File: src/dcd_consts.vh
/*
  Constants of the dual channel decimation path: register offsets, field
  positions, reset values, codes and timing figures.
  Assumes inclusion by its bare name from the design files; definitions only.
*/
// What this block does
// two independent channels, current and voltage/temperature, same chain, run together
// decimating low-pass removes quantisation noise, gives a 16-bit result word
// first decimation stage ratio is selectable, 64 or 128, per channel
// optional second decimation stage lowers output rate further
// chopping and de-chopping on after reset; a register bit turns both off
// optional FIR low-pass stage selectable in the output path
// output rate follows sampling rate and ratios, 1 Hz to 2 kHz reachable
// current channel: first valid result two conversion cycles after enable
// voltage channel: first valid result two conversion cycles after enable, any input
// second channel input multiplexer picks one of four sources
// external temperature converts sensor input, then resistor input, one at a time
// amplifier gain per channel selectable from 1, 5, 25, 40, 100
// software should use only gain 5 or 25 for automotive battery voltage
// each channel takes a 1-bit bitstream with its oversampling clock
// de-chop clock divided from oversampling clock, 2 kHz or 4 kHz
// second stage ratio is a power of two from 1 to 32768
// moving average alternative over 1, 3, 7 or 15 samples
// each new result gets a one-cycle valid strobe and holds until replaced
// multiplexer change restarts second channel first-result latency
`ifndef DCD_CONSTS_VH
`define DCD_CONSTS_VH

`define DCD_ADDR_CTRL 8'h00
`define DCD_ADDR_CFG_I 8'h04
`define DCD_ADDR_CFG_V 8'h08
`define DCD_ADDR_STATUS 8'h0c
`define DCD_ADDR_RESULT_I 8'h10
`define DCD_ADDR_RESULT_V 8'h14

`define DCD_CTRL_EN_I 0
`define DCD_CTRL_EN_V 1
`define DCD_CTRL_CHOP_EN 2
`define DCD_CTRL_CHOP_4K 3
`define DCD_CTRL_MUX_LSB 4
`define DCD_CTRL_MUX_MSB 5
`define DCD_CTRL_RESET 6'h04

`define DCD_CFG_R1_128 0
`define DCD_CFG_R2_LSB 1
`define DCD_CFG_R2_MSB 4
`define DCD_CFG_POST_LSB 5
`define DCD_CFG_POST_MSB 6
`define DCD_CFG_MA_LSB 7
`define DCD_CFG_MA_MSB 8
`define DCD_CFG_GAIN_LSB 9
`define DCD_CFG_GAIN_MSB 11
`define DCD_CFG_RESET 12'h000

`define DCD_GAIN_CODE_MAX 3'h4

`define DCD_MUX_BATTERY 2'h0
`define DCD_MUX_EXT_TEMP 2'h1
`define DCD_MUX_EXT_REF 2'h2
`define DCD_MUX_INT_TEMP 2'h3

`define DCD_POST_NONE 2'h0
`define DCD_POST_MA 2'h1
`define DCD_POST_FIR 2'h2

`define DCD_MA_RECIP_1 18'h1_0000
`define DCD_MA_RECIP_3 18'h0_5555
`define DCD_MA_RECIP_7 18'h0_2492
`define DCD_MA_RECIP_15 18'h0_1111

`define DCD_R1_LAST_64 7'h3f
`define DCD_R1_LAST_128 7'h7f

`define DCD_FIRST_RESULT_SKIP 2'h2

`define DCD_OVERSAMPLE_CLOCK_HZ 1000000
`define DCD_CHOP_LO_HZ 2000
`define DCD_CHOP_HI_HZ 4000

`endif

File: src/dcd_hist_mem.v
/*
  Small sample history memory: one write port, one read port with the read
  data held in a register.
  Assumes the user keeps track of which words were ever written.
*/
`timescale 1ns/1ps
module dcd_hist_mem #(
  parameter WIDTH = 16,
  parameter AW = 4
) (
  input wire clk,
  input wire we,
  input wire [AW-1:0] waddr,
  input wire [WIDTH-1:0] wdata,
  input wire [AW-1:0] raddr,
  output reg [WIDTH-1:0] rdata
);
  reg [WIDTH-1:0] mem [0:(1<<AW)-1];

  // no reset on the array: contents are qualified by a fill count upstream
  always @(posedge clk) begin
    if (we) begin
      mem[waddr] <= wdata;
    end
    rdata <= mem[raddr];
  end
endmodule

File: src/dcd_top.v
/*
  Dual channel decimation path with an APB register slave: bitstream input,
  CIC first stage, de-chopper, power-of-two second stage, optional moving
  average or FIR, 16-bit results with valid strobes.
  Assumes modulator bitstreams and oversample_clock are synchronous to clk
  and that oversample_clock runs well below clk/2.
*/
`timescale 1ns/1ps
`include "dcd_consts.vh"
module dcd_top #(
  parameter OVERSAMPLE_CLOCK_HZ = `DCD_OVERSAMPLE_CLOCK_HZ
) (
  input wire clk,
  input wire rst_b,
  input wire [7:0] paddr,
  input wire psel,
  input wire penable,
  input wire pwrite,
  input wire [31:0] pwdata,
  output reg [31:0] prdata,
  output reg pready,
  output reg pslverr,
  input wire oversample_clock,
  input wire [1:0] modulator_bitstream,
  output reg dechop_clock,
  output wire [2:0] pga_gain_i,
  output wire [2:0] pga_gain_v,
  output wire [1:0] mux_sel,
  output reg ext_temp_resistor_sel,
  output reg temp_current_en,
  output wire [15:0] result_i,
  output wire [15:0] result_v,
  output wire result_i_valid,
  output wire result_v_valid
);
  localparam integer CHOP_HALF_LO = OVERSAMPLE_CLOCK_HZ / (2 * `DCD_CHOP_LO_HZ);
  localparam integer CHOP_HALF_HI = OVERSAMPLE_CLOCK_HZ / (2 * `DCD_CHOP_HI_HZ);

  reg [5:0] ctrl_reg;
  reg [11:0] cfg_i_reg;
  reg [11:0] cfg_v_reg;
  reg os_prev_reg;
  reg [15:0] chop_cnt_reg;
  reg chop_phase_reg;
  reg [1:0] mux_prev_reg;
  reg sub_toggle_reg;
  reg res_sub_reg;

  wire [31:0] res_all;
  wire [1:0] valid_all;
  wire [1:0] ready_all;
  wire [1:0] publish_all;

  wire chop_en = ctrl_reg[`DCD_CTRL_CHOP_EN];
  wire os_tick = oversample_clock & ~os_prev_reg;
  wire [15:0] chop_half = ctrl_reg[`DCD_CTRL_CHOP_4K] ? CHOP_HALF_HI[15:0] : CHOP_HALF_LO[15:0];
  wire is_ext_temp = (mux_sel == `DCD_MUX_EXT_TEMP);
  wire v_restart = (mux_sel != mux_prev_reg) | sub_toggle_reg;
  wire [1:0] chan_restart = {v_restart, 1'b0};

  assign mux_sel = ctrl_reg[`DCD_CTRL_MUX_MSB:`DCD_CTRL_MUX_LSB];
  assign pga_gain_i = cfg_i_reg[`DCD_CFG_GAIN_MSB:`DCD_CFG_GAIN_LSB];
  assign pga_gain_v = cfg_v_reg[`DCD_CFG_GAIN_MSB:`DCD_CFG_GAIN_LSB];
  assign result_i = res_all[15:0];
  assign result_v = res_all[31:16];
  assign result_i_valid = valid_all[0];
  assign result_v_valid = valid_all[1];

  function [15:0] dcd_sat;
    input [31:0] v;
    begin
      if (!v[31] && (v[30:15] != 16'h0000)) begin
        dcd_sat = 16'h7fff;
      end else if (v[31] && (v[30:15] != 16'hffff)) begin
        dcd_sat = 16'h8000;
      end else begin
        dcd_sat = v[15:0];
      end
    end
  endfunction

  // apb slave: one wait state, data and error answered with pready
  wire apb_acc = psel & penable;
  wire addr_hit = (paddr == `DCD_ADDR_CTRL) || (paddr == `DCD_ADDR_CFG_I) ||
                  (paddr == `DCD_ADDR_CFG_V) || (paddr == `DCD_ADDR_STATUS) ||
                  (paddr == `DCD_ADDR_RESULT_I) || (paddr == `DCD_ADDR_RESULT_V);
  wire apb_wr = apb_acc & pready & pwrite & addr_hit;
  reg [31:0] rd_mux;

  always @* begin
    rd_mux = 32'h0000_0000;
    case (paddr)
      `DCD_ADDR_CTRL: rd_mux = {26'h000_0000, ctrl_reg};
      `DCD_ADDR_CFG_I: rd_mux = {20'h0_0000, cfg_i_reg};
      `DCD_ADDR_CFG_V: rd_mux = {20'h0_0000, cfg_v_reg};
      `DCD_ADDR_STATUS: rd_mux = {28'h000_0000, chop_phase_reg, res_sub_reg, ready_all};
      `DCD_ADDR_RESULT_I: rd_mux = {16'h0000, res_all[15:0]};
      `DCD_ADDR_RESULT_V: rd_mux = {16'h0000, res_all[31:16]};
      default: rd_mux = 32'h0000_0000;
    endcase
  end

  // a gain code outside the five settings is refused, the old gain stays
  function [11:0] dcd_cfg_write;
    input [11:0] old;
    input [31:0] wd;
    begin
      dcd_cfg_write = wd[11:0];
      if (wd[`DCD_CFG_GAIN_MSB:`DCD_CFG_GAIN_LSB] > `DCD_GAIN_CODE_MAX) begin
        dcd_cfg_write[`DCD_CFG_GAIN_MSB:`DCD_CFG_GAIN_LSB] =
          old[`DCD_CFG_GAIN_MSB:`DCD_CFG_GAIN_LSB];
      end
    end
  endfunction

  always @(posedge clk or negedge rst_b) begin
    if (!rst_b) begin
      pready <= 1'b0;
      prdata <= 32'h0000_0000;
      pslverr <= 1'b0;
      ctrl_reg <= `DCD_CTRL_RESET;
      cfg_i_reg <= `DCD_CFG_RESET;
      cfg_v_reg <= `DCD_CFG_RESET;
    end else begin
      pready <= apb_acc & ~pready;
      if (apb_acc & ~pready) begin
        prdata <= pwrite ? 32'h0000_0000 : rd_mux;
        pslverr <= ~addr_hit;
      end
      if (apb_wr && (paddr == `DCD_ADDR_CTRL)) begin
        ctrl_reg <= pwdata[5:0];
      end
      if (apb_wr && (paddr == `DCD_ADDR_CFG_I)) begin
        cfg_i_reg <= dcd_cfg_write(cfg_i_reg, pwdata);
      end
      if (apb_wr && (paddr == `DCD_ADDR_CFG_V)) begin
        cfg_v_reg <= dcd_cfg_write(cfg_v_reg, pwdata);
      end
    end
  end

  // de-chop clock divider, counted in oversampling edges
  always @(posedge clk or negedge rst_b) begin
    if (!rst_b) begin
      os_prev_reg <= 1'b0;
      chop_cnt_reg <= 16'h0000;
      chop_phase_reg <= 1'b0;
      dechop_clock <= 1'b0;
    end else begin
      os_prev_reg <= oversample_clock;
      if (os_tick) begin
        if (chop_cnt_reg >= chop_half - 16'h0001) begin
          chop_cnt_reg <= 16'h0000;
          chop_phase_reg <= ~chop_phase_reg;
        end else begin
          chop_cnt_reg <= chop_cnt_reg + 16'h0001;
        end
      end
      dechop_clock <= chop_en & chop_phase_reg;
    end
  end

  // external temperature: alternate sensor and resistor input per result
  always @(posedge clk or negedge rst_b) begin
    if (!rst_b) begin
      mux_prev_reg <= `DCD_MUX_BATTERY;
      sub_toggle_reg <= 1'b0;
      ext_temp_resistor_sel <= 1'b0;
      res_sub_reg <= 1'b0;
      temp_current_en <= 1'b0;
    end else begin
      mux_prev_reg <= mux_sel;
      sub_toggle_reg <= publish_all[1] & is_ext_temp;
      temp_current_en <= ctrl_reg[`DCD_CTRL_EN_V] & is_ext_temp;
      if (publish_all[1]) begin
        res_sub_reg <= ext_temp_resistor_sel;
      end
      if (!is_ext_temp || !ctrl_reg[`DCD_CTRL_EN_V]) begin
        ext_temp_resistor_sel <= 1'b0;
      end else if (sub_toggle_reg) begin
        ext_temp_resistor_sel <= ~ext_temp_resistor_sel;
      end
    end
  end

  genvar c;
  generate
    for (c = 0; c < 2; c = c + 1) begin : g_chan
      wire [11:0] cfg = (c == 0) ? cfg_i_reg : cfg_v_reg;
      wire en = ctrl_reg[c];
      wire clr = ~en | chan_restart[c];
      wire r1_128 = cfg[`DCD_CFG_R1_128];
      wire [3:0] r2_log = cfg[`DCD_CFG_R2_MSB:`DCD_CFG_R2_LSB];
      wire [1:0] post = cfg[`DCD_CFG_POST_MSB:`DCD_CFG_POST_LSB];
      wire [1:0] ma_sel = cfg[`DCD_CFG_MA_MSB:`DCD_CFG_MA_LSB];
      wire [6:0] r1_last = r1_128 ? `DCD_R1_LAST_128 : `DCD_R1_LAST_64;
      wire [15:0] r2_last = (16'h0001 << r2_log) - 16'h0001;
      wire [4:0] ma_n5 = (5'h02 << ma_sel) - 5'h01;
      wire [3:0] ma_n = ma_n5[3:0];
      reg signed [23:0] int1_reg;
      reg signed [23:0] int2_reg;
      reg signed [23:0] dly1_reg;
      reg signed [23:0] dly2_reg;
      reg [6:0] r1_cnt_reg;
      reg signed [31:0] acc_reg;
      reg [15:0] r2_cnt_reg;
      reg [1:0] st_reg;
      reg [15:0] x_reg;
      reg [15:0] h1_reg;
      reg [15:0] h2_reg;
      reg [15:0] h3_reg;
      reg [3:0] wptr_reg;
      reg [3:0] fill_reg;
      reg signed [19:0] sum_reg;
      reg signed [37:0] prod_reg;
      reg [1:0] skip_reg;
      reg [15:0] result_reg;
      reg valid_reg;
      reg [17:0] recip;
      wire [15:0] mem_rdata;
      wire signed [23:0] xin = modulator_bitstream[c] ? 24'h00_0001 : 24'hff_ffff;
      wire signed [23:0] comb1 = int2_reg - dly1_reg;
      wire signed [23:0] comb2 = comb1 - dly2_reg;
      wire signed [31:0] cic1_ext = {{8{comb2[23]}}, comb2};
      // scale to 16-bit full scale: R^2 gain is 4096 or 16384
      wire signed [31:0] cic1_scaled = r1_128 ? (cic1_ext <<< 1) : (cic1_ext <<< 3);
      // de-chop uses the phase at output time; a small skew is traded for no extra delay
      wire signed [31:0] dechopped = (chop_en & chop_phase_reg) ? -cic1_scaled : cic1_scaled;
      wire [15:0] s1 = dcd_sat(dechopped);
      wire r1_done = os_tick & (r1_cnt_reg == r1_last);
      wire signed [31:0] acc_total = acc_reg + {{16{s1[15]}}, s1};
      wire signed [31:0] s2_wide = acc_total >>> r2_log;
      wire s2_valid = r1_done & (r2_cnt_reg == r2_last);
      wire [15:0] s2 = dcd_sat(s2_wide);
      wire [15:0] old = (fill_reg >= ma_n) ? mem_rdata : 16'h0000;
      wire signed [31:0] xe = {{16{x_reg[15]}}, x_reg};
      wire signed [31:0] h1e = {{16{h1_reg[15]}}, h1_reg};
      wire signed [31:0] h2e = {{16{h2_reg[15]}}, h2_reg};
      wire signed [31:0] h3e = {{16{h3_reg[15]}}, h3_reg};
      wire signed [31:0] fir_sum = xe + (h1e <<< 1) + h1e + (h2e <<< 1) + h2e + h3e;
      wire [15:0] fir_out = dcd_sat(fir_sum >>> 3);
      wire [15:0] ma_out = dcd_sat({{10{prod_reg[37]}}, prod_reg[37:16]});
      wire publish = (st_reg == 2'h3) & (skip_reg == `DCD_FIRST_RESULT_SKIP);

      always @* begin
        recip = `DCD_MA_RECIP_1;
        case (ma_sel)
          2'h0: recip = `DCD_MA_RECIP_1;
          2'h1: recip = `DCD_MA_RECIP_3;
          2'h2: recip = `DCD_MA_RECIP_7;
          2'h3: recip = `DCD_MA_RECIP_15;
          default: recip = `DCD_MA_RECIP_1;
        endcase
      end

      dcd_hist_mem #(
        .WIDTH(16),
        .AW(4)
      ) u_hist (
        .clk(clk),
        .we(s2_valid & ~clr),
        .waddr(wptr_reg),
        .wdata(s2),
        .raddr(wptr_reg - ma_n),
        .rdata(mem_rdata)
      );

      // cic1 and cic2; changing the moving average length needs a re-enable
      always @(posedge clk or negedge rst_b) begin
        if (!rst_b) begin
          int1_reg <= 24'h00_0000;
          int2_reg <= 24'h00_0000;
          dly1_reg <= 24'h00_0000;
          dly2_reg <= 24'h00_0000;
          r1_cnt_reg <= 7'h00;
          acc_reg <= 32'h0000_0000;
          r2_cnt_reg <= 16'h0000;
        end else if (clr) begin
          int1_reg <= 24'h00_0000;
          int2_reg <= 24'h00_0000;
          dly1_reg <= 24'h00_0000;
          dly2_reg <= 24'h00_0000;
          r1_cnt_reg <= 7'h00;
          acc_reg <= 32'h0000_0000;
          r2_cnt_reg <= 16'h0000;
        end else if (os_tick) begin
          int1_reg <= int1_reg + xin;
          int2_reg <= int2_reg + int1_reg;
          r1_cnt_reg <= r1_done ? 7'h00 : r1_cnt_reg + 7'h01;
          if (r1_done) begin
            dly1_reg <= int2_reg;
            dly2_reg <= comb1;
            acc_reg <= s2_valid ? 32'h0000_0000 : acc_total;
            r2_cnt_reg <= s2_valid ? 16'h0000 : r2_cnt_reg + 16'h0001;
          end
        end
      end

      // post filter sequence: 0 idle, 1 history read, 2 multiply, 3 publish
      always @(posedge clk or negedge rst_b) begin
        if (!rst_b) begin
          st_reg <= 2'h0;
          x_reg <= 16'h0000;
          h1_reg <= 16'h0000;
          h2_reg <= 16'h0000;
          h3_reg <= 16'h0000;
          wptr_reg <= 4'h0;
          fill_reg <= 4'h0;
          sum_reg <= 20'h0_0000;
          prod_reg <= 38'h00_0000_0000;
          skip_reg <= 2'h0;
          result_reg <= 16'h0000;
          valid_reg <= 1'b0;
        end else begin
          valid_reg <= 1'b0;
          if (clr) begin
            st_reg <= 2'h0;
            h1_reg <= 16'h0000;
            h2_reg <= 16'h0000;
            h3_reg <= 16'h0000;
            wptr_reg <= 4'h0;
            fill_reg <= 4'h0;
            sum_reg <= 20'h0_0000;
            skip_reg <= 2'h0;
          end else begin
            case (st_reg)
              2'h0: begin
                if (s2_valid) begin
                  x_reg <= s2;
                  st_reg <= 2'h1;
                end
              end
              2'h1: begin
                sum_reg <= sum_reg + {{4{x_reg[15]}}, x_reg} - {{4{old[15]}}, old};
                fill_reg <= (fill_reg == 4'hf) ? fill_reg : fill_reg + 4'h1;
                wptr_reg <= wptr_reg + 4'h1;
                st_reg <= 2'h2;
              end
              2'h2: begin
                prod_reg <= sum_reg * $signed(recip);
                st_reg <= 2'h3;
              end
              2'h3: begin
                h3_reg <= h2_reg;
                h2_reg <= h1_reg;
                h1_reg <= x_reg;
                st_reg <= 2'h0;
                if (skip_reg != `DCD_FIRST_RESULT_SKIP) begin
                  skip_reg <= skip_reg + 2'h1;
                end else begin
                  valid_reg <= 1'b1;
                  case (post)
                    `DCD_POST_MA: result_reg <= ma_out;
                    `DCD_POST_FIR: result_reg <= fir_out;
                    default: result_reg <= x_reg;
                  endcase
                end
              end
              default: st_reg <= 2'h0;
            endcase
          end
        end
      end

      assign res_all[c*16 +: 16] = result_reg;
      assign valid_all[c] = valid_reg;
      assign ready_all[c] = (skip_reg == `DCD_FIRST_RESULT_SKIP);
      assign publish_all[c] = publish & ~clr;
    end
  endgenerate
endmodule

File: config.mk
export PLATFORM = sky130hd
export DESIGN_NAME = dcd_top
export DESIGN_NICKNAME = d
export VERILOG_FILES = /design/src/dcd_hist_mem.v /design/src/dcd_top.v
export VERILOG_INCLUDE_DIRS = /design/src
export SDC_FILE = /design/constraint.sdc
export NUM_CORES = 2
export LEC_CHECK = 0
export ABC_AREA = 1
export BUFFER_PORTS_ARGS = -buffer_cell sky130_fd_sc_hd__buf_2
export CORE_MARGIN = 2
export CORE_UTILIZATION = 65
export DETAILED_ROUTE_END_ITERATION = 16
export GPL_TIMING_DRIVEN = 0
export PLACE_DENSITY = 0.89
export SYNTH_ARGS = -nofsm -noshare
export SYNTH_HDL_FRONTEND = slang
export SYNTH_HIERARCHICAL = 1
export SYNTH_SLANG_ARGS = --single-unit
File: constraint.sdc
create_clock -name clk -period 11.35 [get_ports clk]
set_input_delay 1.7025 -clock clk [delete_from_list [all_inputs] [get_ports clk]]
set_output_delay 1.7025 -clock clk [all_outputs]
set_load 0.02 [all_outputs]
# After elaboration in Yosys (flattened, before gate mapping)

Memories as Yosys holds them, arrays and structs flattened. A register that Yosys moved wholly into a read port is not among the register bits.
Index checks and enable logic that the tools add are counted.

Register bits after elaboration: 693
Bits in latches: 0
RAM bits: 512
Memory bits (read-only): 0
Input port bits: 48
Output and inout port bits: 79
Word-level logic and storage cells: 387
Memories: 2

Memories:

| memory               | words | bits a word | read ports | clocked after Yosys merged registers in | write ports | RTL line          | text |
|---|---|---|---|---|---|---|---|
| g_chan[0].u_hist.mem | 16    | 16          | 1          | 1                                       | 1           | dcd_hist_mem.v:18 | `reg [WIDTH-1:0] mem [0:(1<<AW)-1];` |
| g_chan[1].u_hist.mem | 16    | 16          | 1          | 1                                       | 1           | dcd_hist_mem.v:18 |  |

$add $sub $neg: 44
Multiply operators: 2
Div/mod/pow operators: 0
Magnitude comparators: 4
Equal/unequal tests: 50
Shift-type cells: 6
Mux-type cells: 126
Bitwise gates (word level): 29
Reductions and logical operators: 69

Operator list:

| cell                  | count |
|---|---|
| $mux 16               | 39 |
| $mux 24               | 22 |
| $mux 32               | 11 |
| $pmux 18 s4           | 2 |
| $ne 16x16->1 const B  | 8 |
| $reduce_bool 16->1    | 8 |
| $add 24x24->24        | 4 |
| $pmux 16 s6           | 1 |
| $sub 24x24->24        | 4 |
| $mux 20               | 4 |
| $mul 20x18->38        | 2 |
| $add 32x32->32        | 2 |
| $neg 27->32           | 2 |
| $pmux 16 s2           | 2 |
| $sshr 32x4->32        | 2 |
| $mux 7                | 8 |
| $mux 26               | 2 |
| $add 16x1->16 const B | 3 |
| $add 21x16->22        | 2 |
| $add 20x16->21        | 2 |
| $add 19x17->20        | 2 |
| $add 20x20->20        | 2 |
| $mux 4                | 10 |
| $sub 20x20->20        | 2 |
| other kinds (41)      | 184 |

# Longest topological paths before layout

Depth in word-level cells: 15
Gate-level depth with buffers: 79
Gate-level depth less buffers: 78

# Hierarchy

Netlist, hierarchy kept.

Modules (own cells, without submodules):

| module       | instances | cells each | area each (sq um) | seq. area each (sq um) |
|---|---|---|---|---|
| dcd_top      | 1         | 9,114      | 69,524.2          | 16,141.7 |
| dcd_hist_mem | 2         | 1,074      | 11,380.9          | 8,007.7 |

# Least setup slack after synthesis

Ideal clock, no wire load.

Path kind: flip-flop to flip-flop
Start: reg g_chan[1].int2_reg[0]
End: mem g_chan[1].u_hist.mem[0][13] (data pin)
Setup time: 0.289 ns
Arrival time: 9.791 ns
Data required time: 11.061 ns
Setup slack: 1.270 ns
Stages on the path, launching flop included: 68
Path buffers: 2
Period minus slack after synthesis: 10.080 ns
Cells stage by stage: dfrtp_1 > inv_1 > ha_1 > inv_1 > fa_1 > a31oi_1 > o21ai_0 > nand3_1 > nand2_1 > nand3_1 > nand2_1 > nand3_1 > nand2_1 > nand3_1 > nand2_1 > nand3_1 > nand2_1 > nand3_1 > [... 32 more ...] > o21ai_0 > a21oi_1 > inv_1 > a21oi_1 > xnor2_1 > o21ai_0 > nand2_1 > nand2_1 > o21ai_0 > nand2_1 > nand2_1 > nand2_1 > nor3_1 > nand2_1 > nand3b_1 > nand2_2 > buf_4 > a21boi_1

Cells in the longest elaborated chain, start to end: 15
Elaborated cells between the ends (all ways): 21
Those cells by class: 4 x add/sub; 2 x eq/ne; 1 x shift; 6 x mux; 8 x reduce/logical

RTL lines:

| what                     | RTL line          | text |
|---|---|---|
| start: declaration       | dcd_top.v:201     | `reg signed [23:0] int2_reg;` |
| start signal: assignment | dcd_top.v:288     | `int2_reg <= int2_reg + int1_reg;` |
| $sub 24x24->24 *         | dcd_top.v:222     | `wire signed [23:0] comb1 = int2_reg - dly1_reg;` |
| $sub 24x24->24 *         | dcd_top.v:223     | `wire signed [23:0] comb2 = comb1 - dly2_reg;` |
| $mux 26                  | dcd_top.v:226     | `wire signed [31:0] cic1_scaled = r1_128 ? (cic1_ext <<< 1) : (cic1_ext <<< 3);` |
| $neg 27->32              | dcd_top.v:228     | `wire signed [31:0] dechopped = (chop_en & chop_phase_reg) ? -cic1_scaled : cic1_scaled;` |
| $mux 32 *                | dcd_top.v:228     |  |
| $ne 16x16->1             | dcd_top.v:74      | `end else if (v[31] && (v[30:15] != 16'hffff)) begin` |
| $logic_and 1x1->1        | dcd_top.v:74      |  |
| $mux 16                  | dcd_top.v:74      |  |
| $mux 16 *                | dcd_top.v:72      | `if (!v[31] && (v[30:15] != 16'h0000)) begin` |
| $add 32x32->32 *         | dcd_top.v:231     | `wire signed [31:0] acc_total = acc_reg + {{16{s1[15]}}, s1};` |
| $sshr 32x4->32 *         | dcd_top.v:232     | `wire signed [31:0] s2_wide = acc_total >>> r2_log;` |
| $ne 16x16->1             | dcd_top.v:74      |  |
| $logic_and 1x1->1        | dcd_top.v:74      |  |
| $mux 16                  | dcd_top.v:74      |  |
| $mux 16 *                | dcd_top.v:72      |  |
| net g_chan[1].s2[13]     | dcd_top.v:234     | `wire [15:0] s2 = dcd_sat(s2_wide);` |
| end: declaration         | dcd_hist_mem.v:18 |  |

The timed path passes the listed nets; every way through them passes the cells marked *.

# Worst setup path after layout

Start: reg g_chan[1].int2_reg[0]
End: reg g_chan[1].x_reg[9]

Cells in the longest elaborated chain, start to end: 15
Elaborated cells between the ends (all ways): 21
Those cells by class: 4 x add/sub; 2 x eq/ne; 1 x shift; 6 x mux; 8 x reduce/logical

RTL lines:

| what                   | RTL line      | text |
|---|---|---|
| $sub 24x24->24 *       | dcd_top.v:222 |  |
| $sub 24x24->24 *       | dcd_top.v:223 |  |
| $mux 26                | dcd_top.v:226 |  |
| $neg 27->32            | dcd_top.v:228 |  |
| $mux 32 *              | dcd_top.v:228 |  |
| $ne 16x16->1           | dcd_top.v:74  |  |
| $logic_and 1x1->1      | dcd_top.v:74  |  |
| $mux 16                | dcd_top.v:74  |  |
| $mux 16 *              | dcd_top.v:72  |  |
| $add 32x32->32 *       | dcd_top.v:231 |  |
| $sshr 32x4->32 *       | dcd_top.v:232 |  |
| $ne 16x16->1           | dcd_top.v:74  |  |
| $logic_and 1x1->1      | dcd_top.v:74  |  |
| $mux 16                | dcd_top.v:74  |  |
| $mux 16 *              | dcd_top.v:72  |  |
| net g_chan[1].s2[9]    | dcd_top.v:234 |  |
| end signal: assignment | dcd_top.v:303 | `x_reg <= 16'h0000;` |
| end signal: assignment | dcd_top.v:329 | `x_reg <= s2;` |
| end: declaration       | dcd_top.v:208 | `reg [15:0] x_reg;` |

Marks and branches as above.
A chain may end at the register's enable or synchronous reset.

==> impl_metrics.json <==
{
  "hpwlAfterDp_mm": 208.6,
  "grt_pass1_wl_mm": 428.0,
  "path_max_fanout": 10,
  "worstPathArrival_ps": 11480,
  "drc_errors": 0,
  "status": "complete, but fails checks",
  "hp-class": "flop to flop",
  "die_y_um": 380.8,
  "required_ps": 12070,
  "track_usage": 0.3754,
  "hold_viol_final": 0,
  "first_global_vias": 80030,
  "cts_made_buffers": 131,
  "ys_seq_area_frac": 0.3485,
  "grt_max_degree": 122,
  "ant_nets": 0,
  "worstMarginPinSlew_ps": 1481,
  "critPathMaxStageDelay_ps": 430,
  "drv_cap": 1,
  "fin_crit_ps": 10770,
  "vias": 79710,
  "initial_core_util": 0.6534,
  "max_freq_mhz": 92.86,
  "reg2regPathDepth": 69,
  "clock_path_buffers": 3,
  "cts_hold_repair.buffers": 0,
  "drive_gt1_frac": 0.06602,
  "placed_cell_area_um2": 95810,
  "yosys.cell_types.count": 73,
  "cts_tree": "done",
  "finalWeightedCongestion": 1.004,
  "antenna_found_initial": 12,
  "regArea_um2": 32160,
  "routed_wl_mm": 275.6,
  "die_w_um": 380.8,
  "slew_violations": 0,
  "ys_warn_count": 6,
  "insertion_delay_ps": 800,
  "clock-sinks": 1189,
  "core_area_um2": 141200,
  "fin_area_um2": 101200,
  "std_cell_rows": 138,
  "multi_input_area_um2": 50230,
  "via_per_inst": 5.873,
  "ys_seq_elements": 1189,
  "fin_skew_ps": 37.12,
  "pin_count": 127,
  "die_area_um2": 145000,
  "clkTransAtPathRegs_ps": 60,
  "largest_register_ffs": 512,
  "synthFlopType": "dfrtp_1",
  "slowest_stage": "fa_1",
  "async_flop_share": 0.5425,
  "crit_path_end_kind": "flop",
  "htreeDepth": 4,
  "violations": "capacitance limit",
  "final-setup-viol-count": 0,
  "synth_edf_count": 512,
  "globalRoute.totalOverflow": 0,
  "synth.avg_cell_area_um2": 8.194,
  "hold_depth": 0,
  "root_buffer": "clkbuf_16",
  "wire_per_inst_um": 20.30,
  "final_net_count": 12850,
  "numPortBuffers": 90,
  "synthCells": 11260,
  "syn_to_final_growth_pct": 9.695,
  "worstSetupStartpointType": "flop",
  "crit_type": "flop to flop",
  "drtPass1Iterations": 7,
  "first_iter_violations": 9374,
  "fillCellCount": 10410,
  "fin_crit_sh": 0.9488,
  "synth_area_um2": 92290,
  "cpMostUsedCell": "nand2_1",
  "timing.slew.headroom": 0.005391
}
## layer usage
| metal | part of all wire | vias to the layer above | GRT usage |
|---|---|---|---|
| met5 | 0.00030 | - | 0 |
| met2 | 0.46 | 4328 | 0.6072 |
| li1 | - | 36380 | - |
| met1 | 0.38 | 38030 | 0.4824 |
| met3 | 0.098 | 964 | 0.07092 |
| met4 | 0.059 | 8 | 0.1965 |
## path summary, 6_finish.rpt
path | start | to | slack, ps
worst max-delay path | g_chan[1].int2_reg[0] | g_chan[1].x_reg[9] | 580
worst min-delay path | ctrl_reg[4] | mux_prev_reg[0] | 410
worst max register to register | g_chan[1].int2_reg[0] | g_chan[1].x_reg[9] | 580
worst min register to register | ctrl_reg[4] | mux_prev_reg[0] | 410
max in group asynchronous | rst_b | g_chan[1].int1_reg[6] | 8310
min in group asynchronous | rst_b | g_chan[0].sum_reg[3] | 920
## synth_stat cells (94+ instances only)
master / n / area share
inv_1: 2327 / 0.095
clkbuf_1: 202 / 0.0082
o21ai_0: 582 / 0.032
nor2_1: 589 / 0.024
xor2_1: 209 / 0.020
fa_1: 602 / 0.13
nand2_1: 2558 / 0.10
nor3_1: 94 / 0.0051
ha_1: 627 / 0.085
edfxtp_1: 512 / 0.17
dfrtp_1: 644 / 0.17
xnor2_1: 96 / 0.0091
a21oi_1: 409 / 0.022
nand3_1: 783 / 0.042
o22ai_1: 185 / 0.013
## logic make-up after synthesis
| group | Yosys count | share of synthesized area |
|---|---|---|
| and+or+nand+nor | 4315 | 0.1977 |
| buffers and inverters | 2719 | 0.1151 |
| AOI/OAI and AO/OA | 1499 | 0.09355 |
| adders and majority gates | 1229 | 0.2156 |
| DFF | 1189 | 0.3485 |
| xor gates and xnor gates | 306 | 0.02912 |
| muxes | 4 | 0.0004610 |
| other | 1 | 0.00004063 |
## worst max-delay path: cells and delay by family (launching register included)
family,cells,cell delay [ps]
fa+ha+maj,5,1440
flops,1,350
buf+inv,7,820
xor+xnor,4,950
simple gates,33,3800
compound gates,20,3300
## cell type report
type	instances	share of cell area
multi-input combinational	7381	0.4962
clock buffer	175	0.03707
inverter	2363	0.08764
buffer	356	0.01762
sequential	1189	0.3177
tap	1890	0.02336
timing repair buffer	147	0.01248
antenna	5	0.0001236
clock inverter	67	0.007848
## repair_timing
action	4_1_cts	5_1_grt
gates resized for setup	39	103
pin swaps	0	21
setup buffers	2	20
setup endpoints to repair	255	510
gates cloned	0	13
## per-stage QoR
step	hold slack, ps	cells	setup TNS (ps)	utilization	setup slack, ps
global route	430.3	13570	-5894	0.7167	-106.9
floorplan	374.9	11280	0	-	1270
finish	410.4	13570	0	0.7167	581.3
global placement	398.2	13260	-3390910	0.6737	-5189
CTS	412.2	13540	-5.857	0.7117	-5.857
detailed placement	393.9	13290	-238580	0.6784	-1451
## placed cells by master, fill, tap and decap left out, types with 32 or more instances in the layout
cell type and instances:
a21oi_1 403, a31oi_1 33, buf_2 146, buf_4 81, clkbuf_1 221, clkbuf_16 139, dfrtp_1 644, dfxtp_1 32
edfxtp_1 512, fa_1 601, ha_1 627, inv_1 2327, nand2_1 2530, nand2_2 62, nand2_4 48, nand3_1 783
nand4_1 79, nor2_1 558, nor2_2 43, nor3_1 90, o211ai_1 47, o21ai_0 559, o21bai_1 44, o22ai_1 185
o31ai_1 34, xnor2_1 94, xor2_1 207
Power is left out: the tool's default activity adds up to more than one toggle a clock period on the data nets, which glitch-free logic cannot reach.
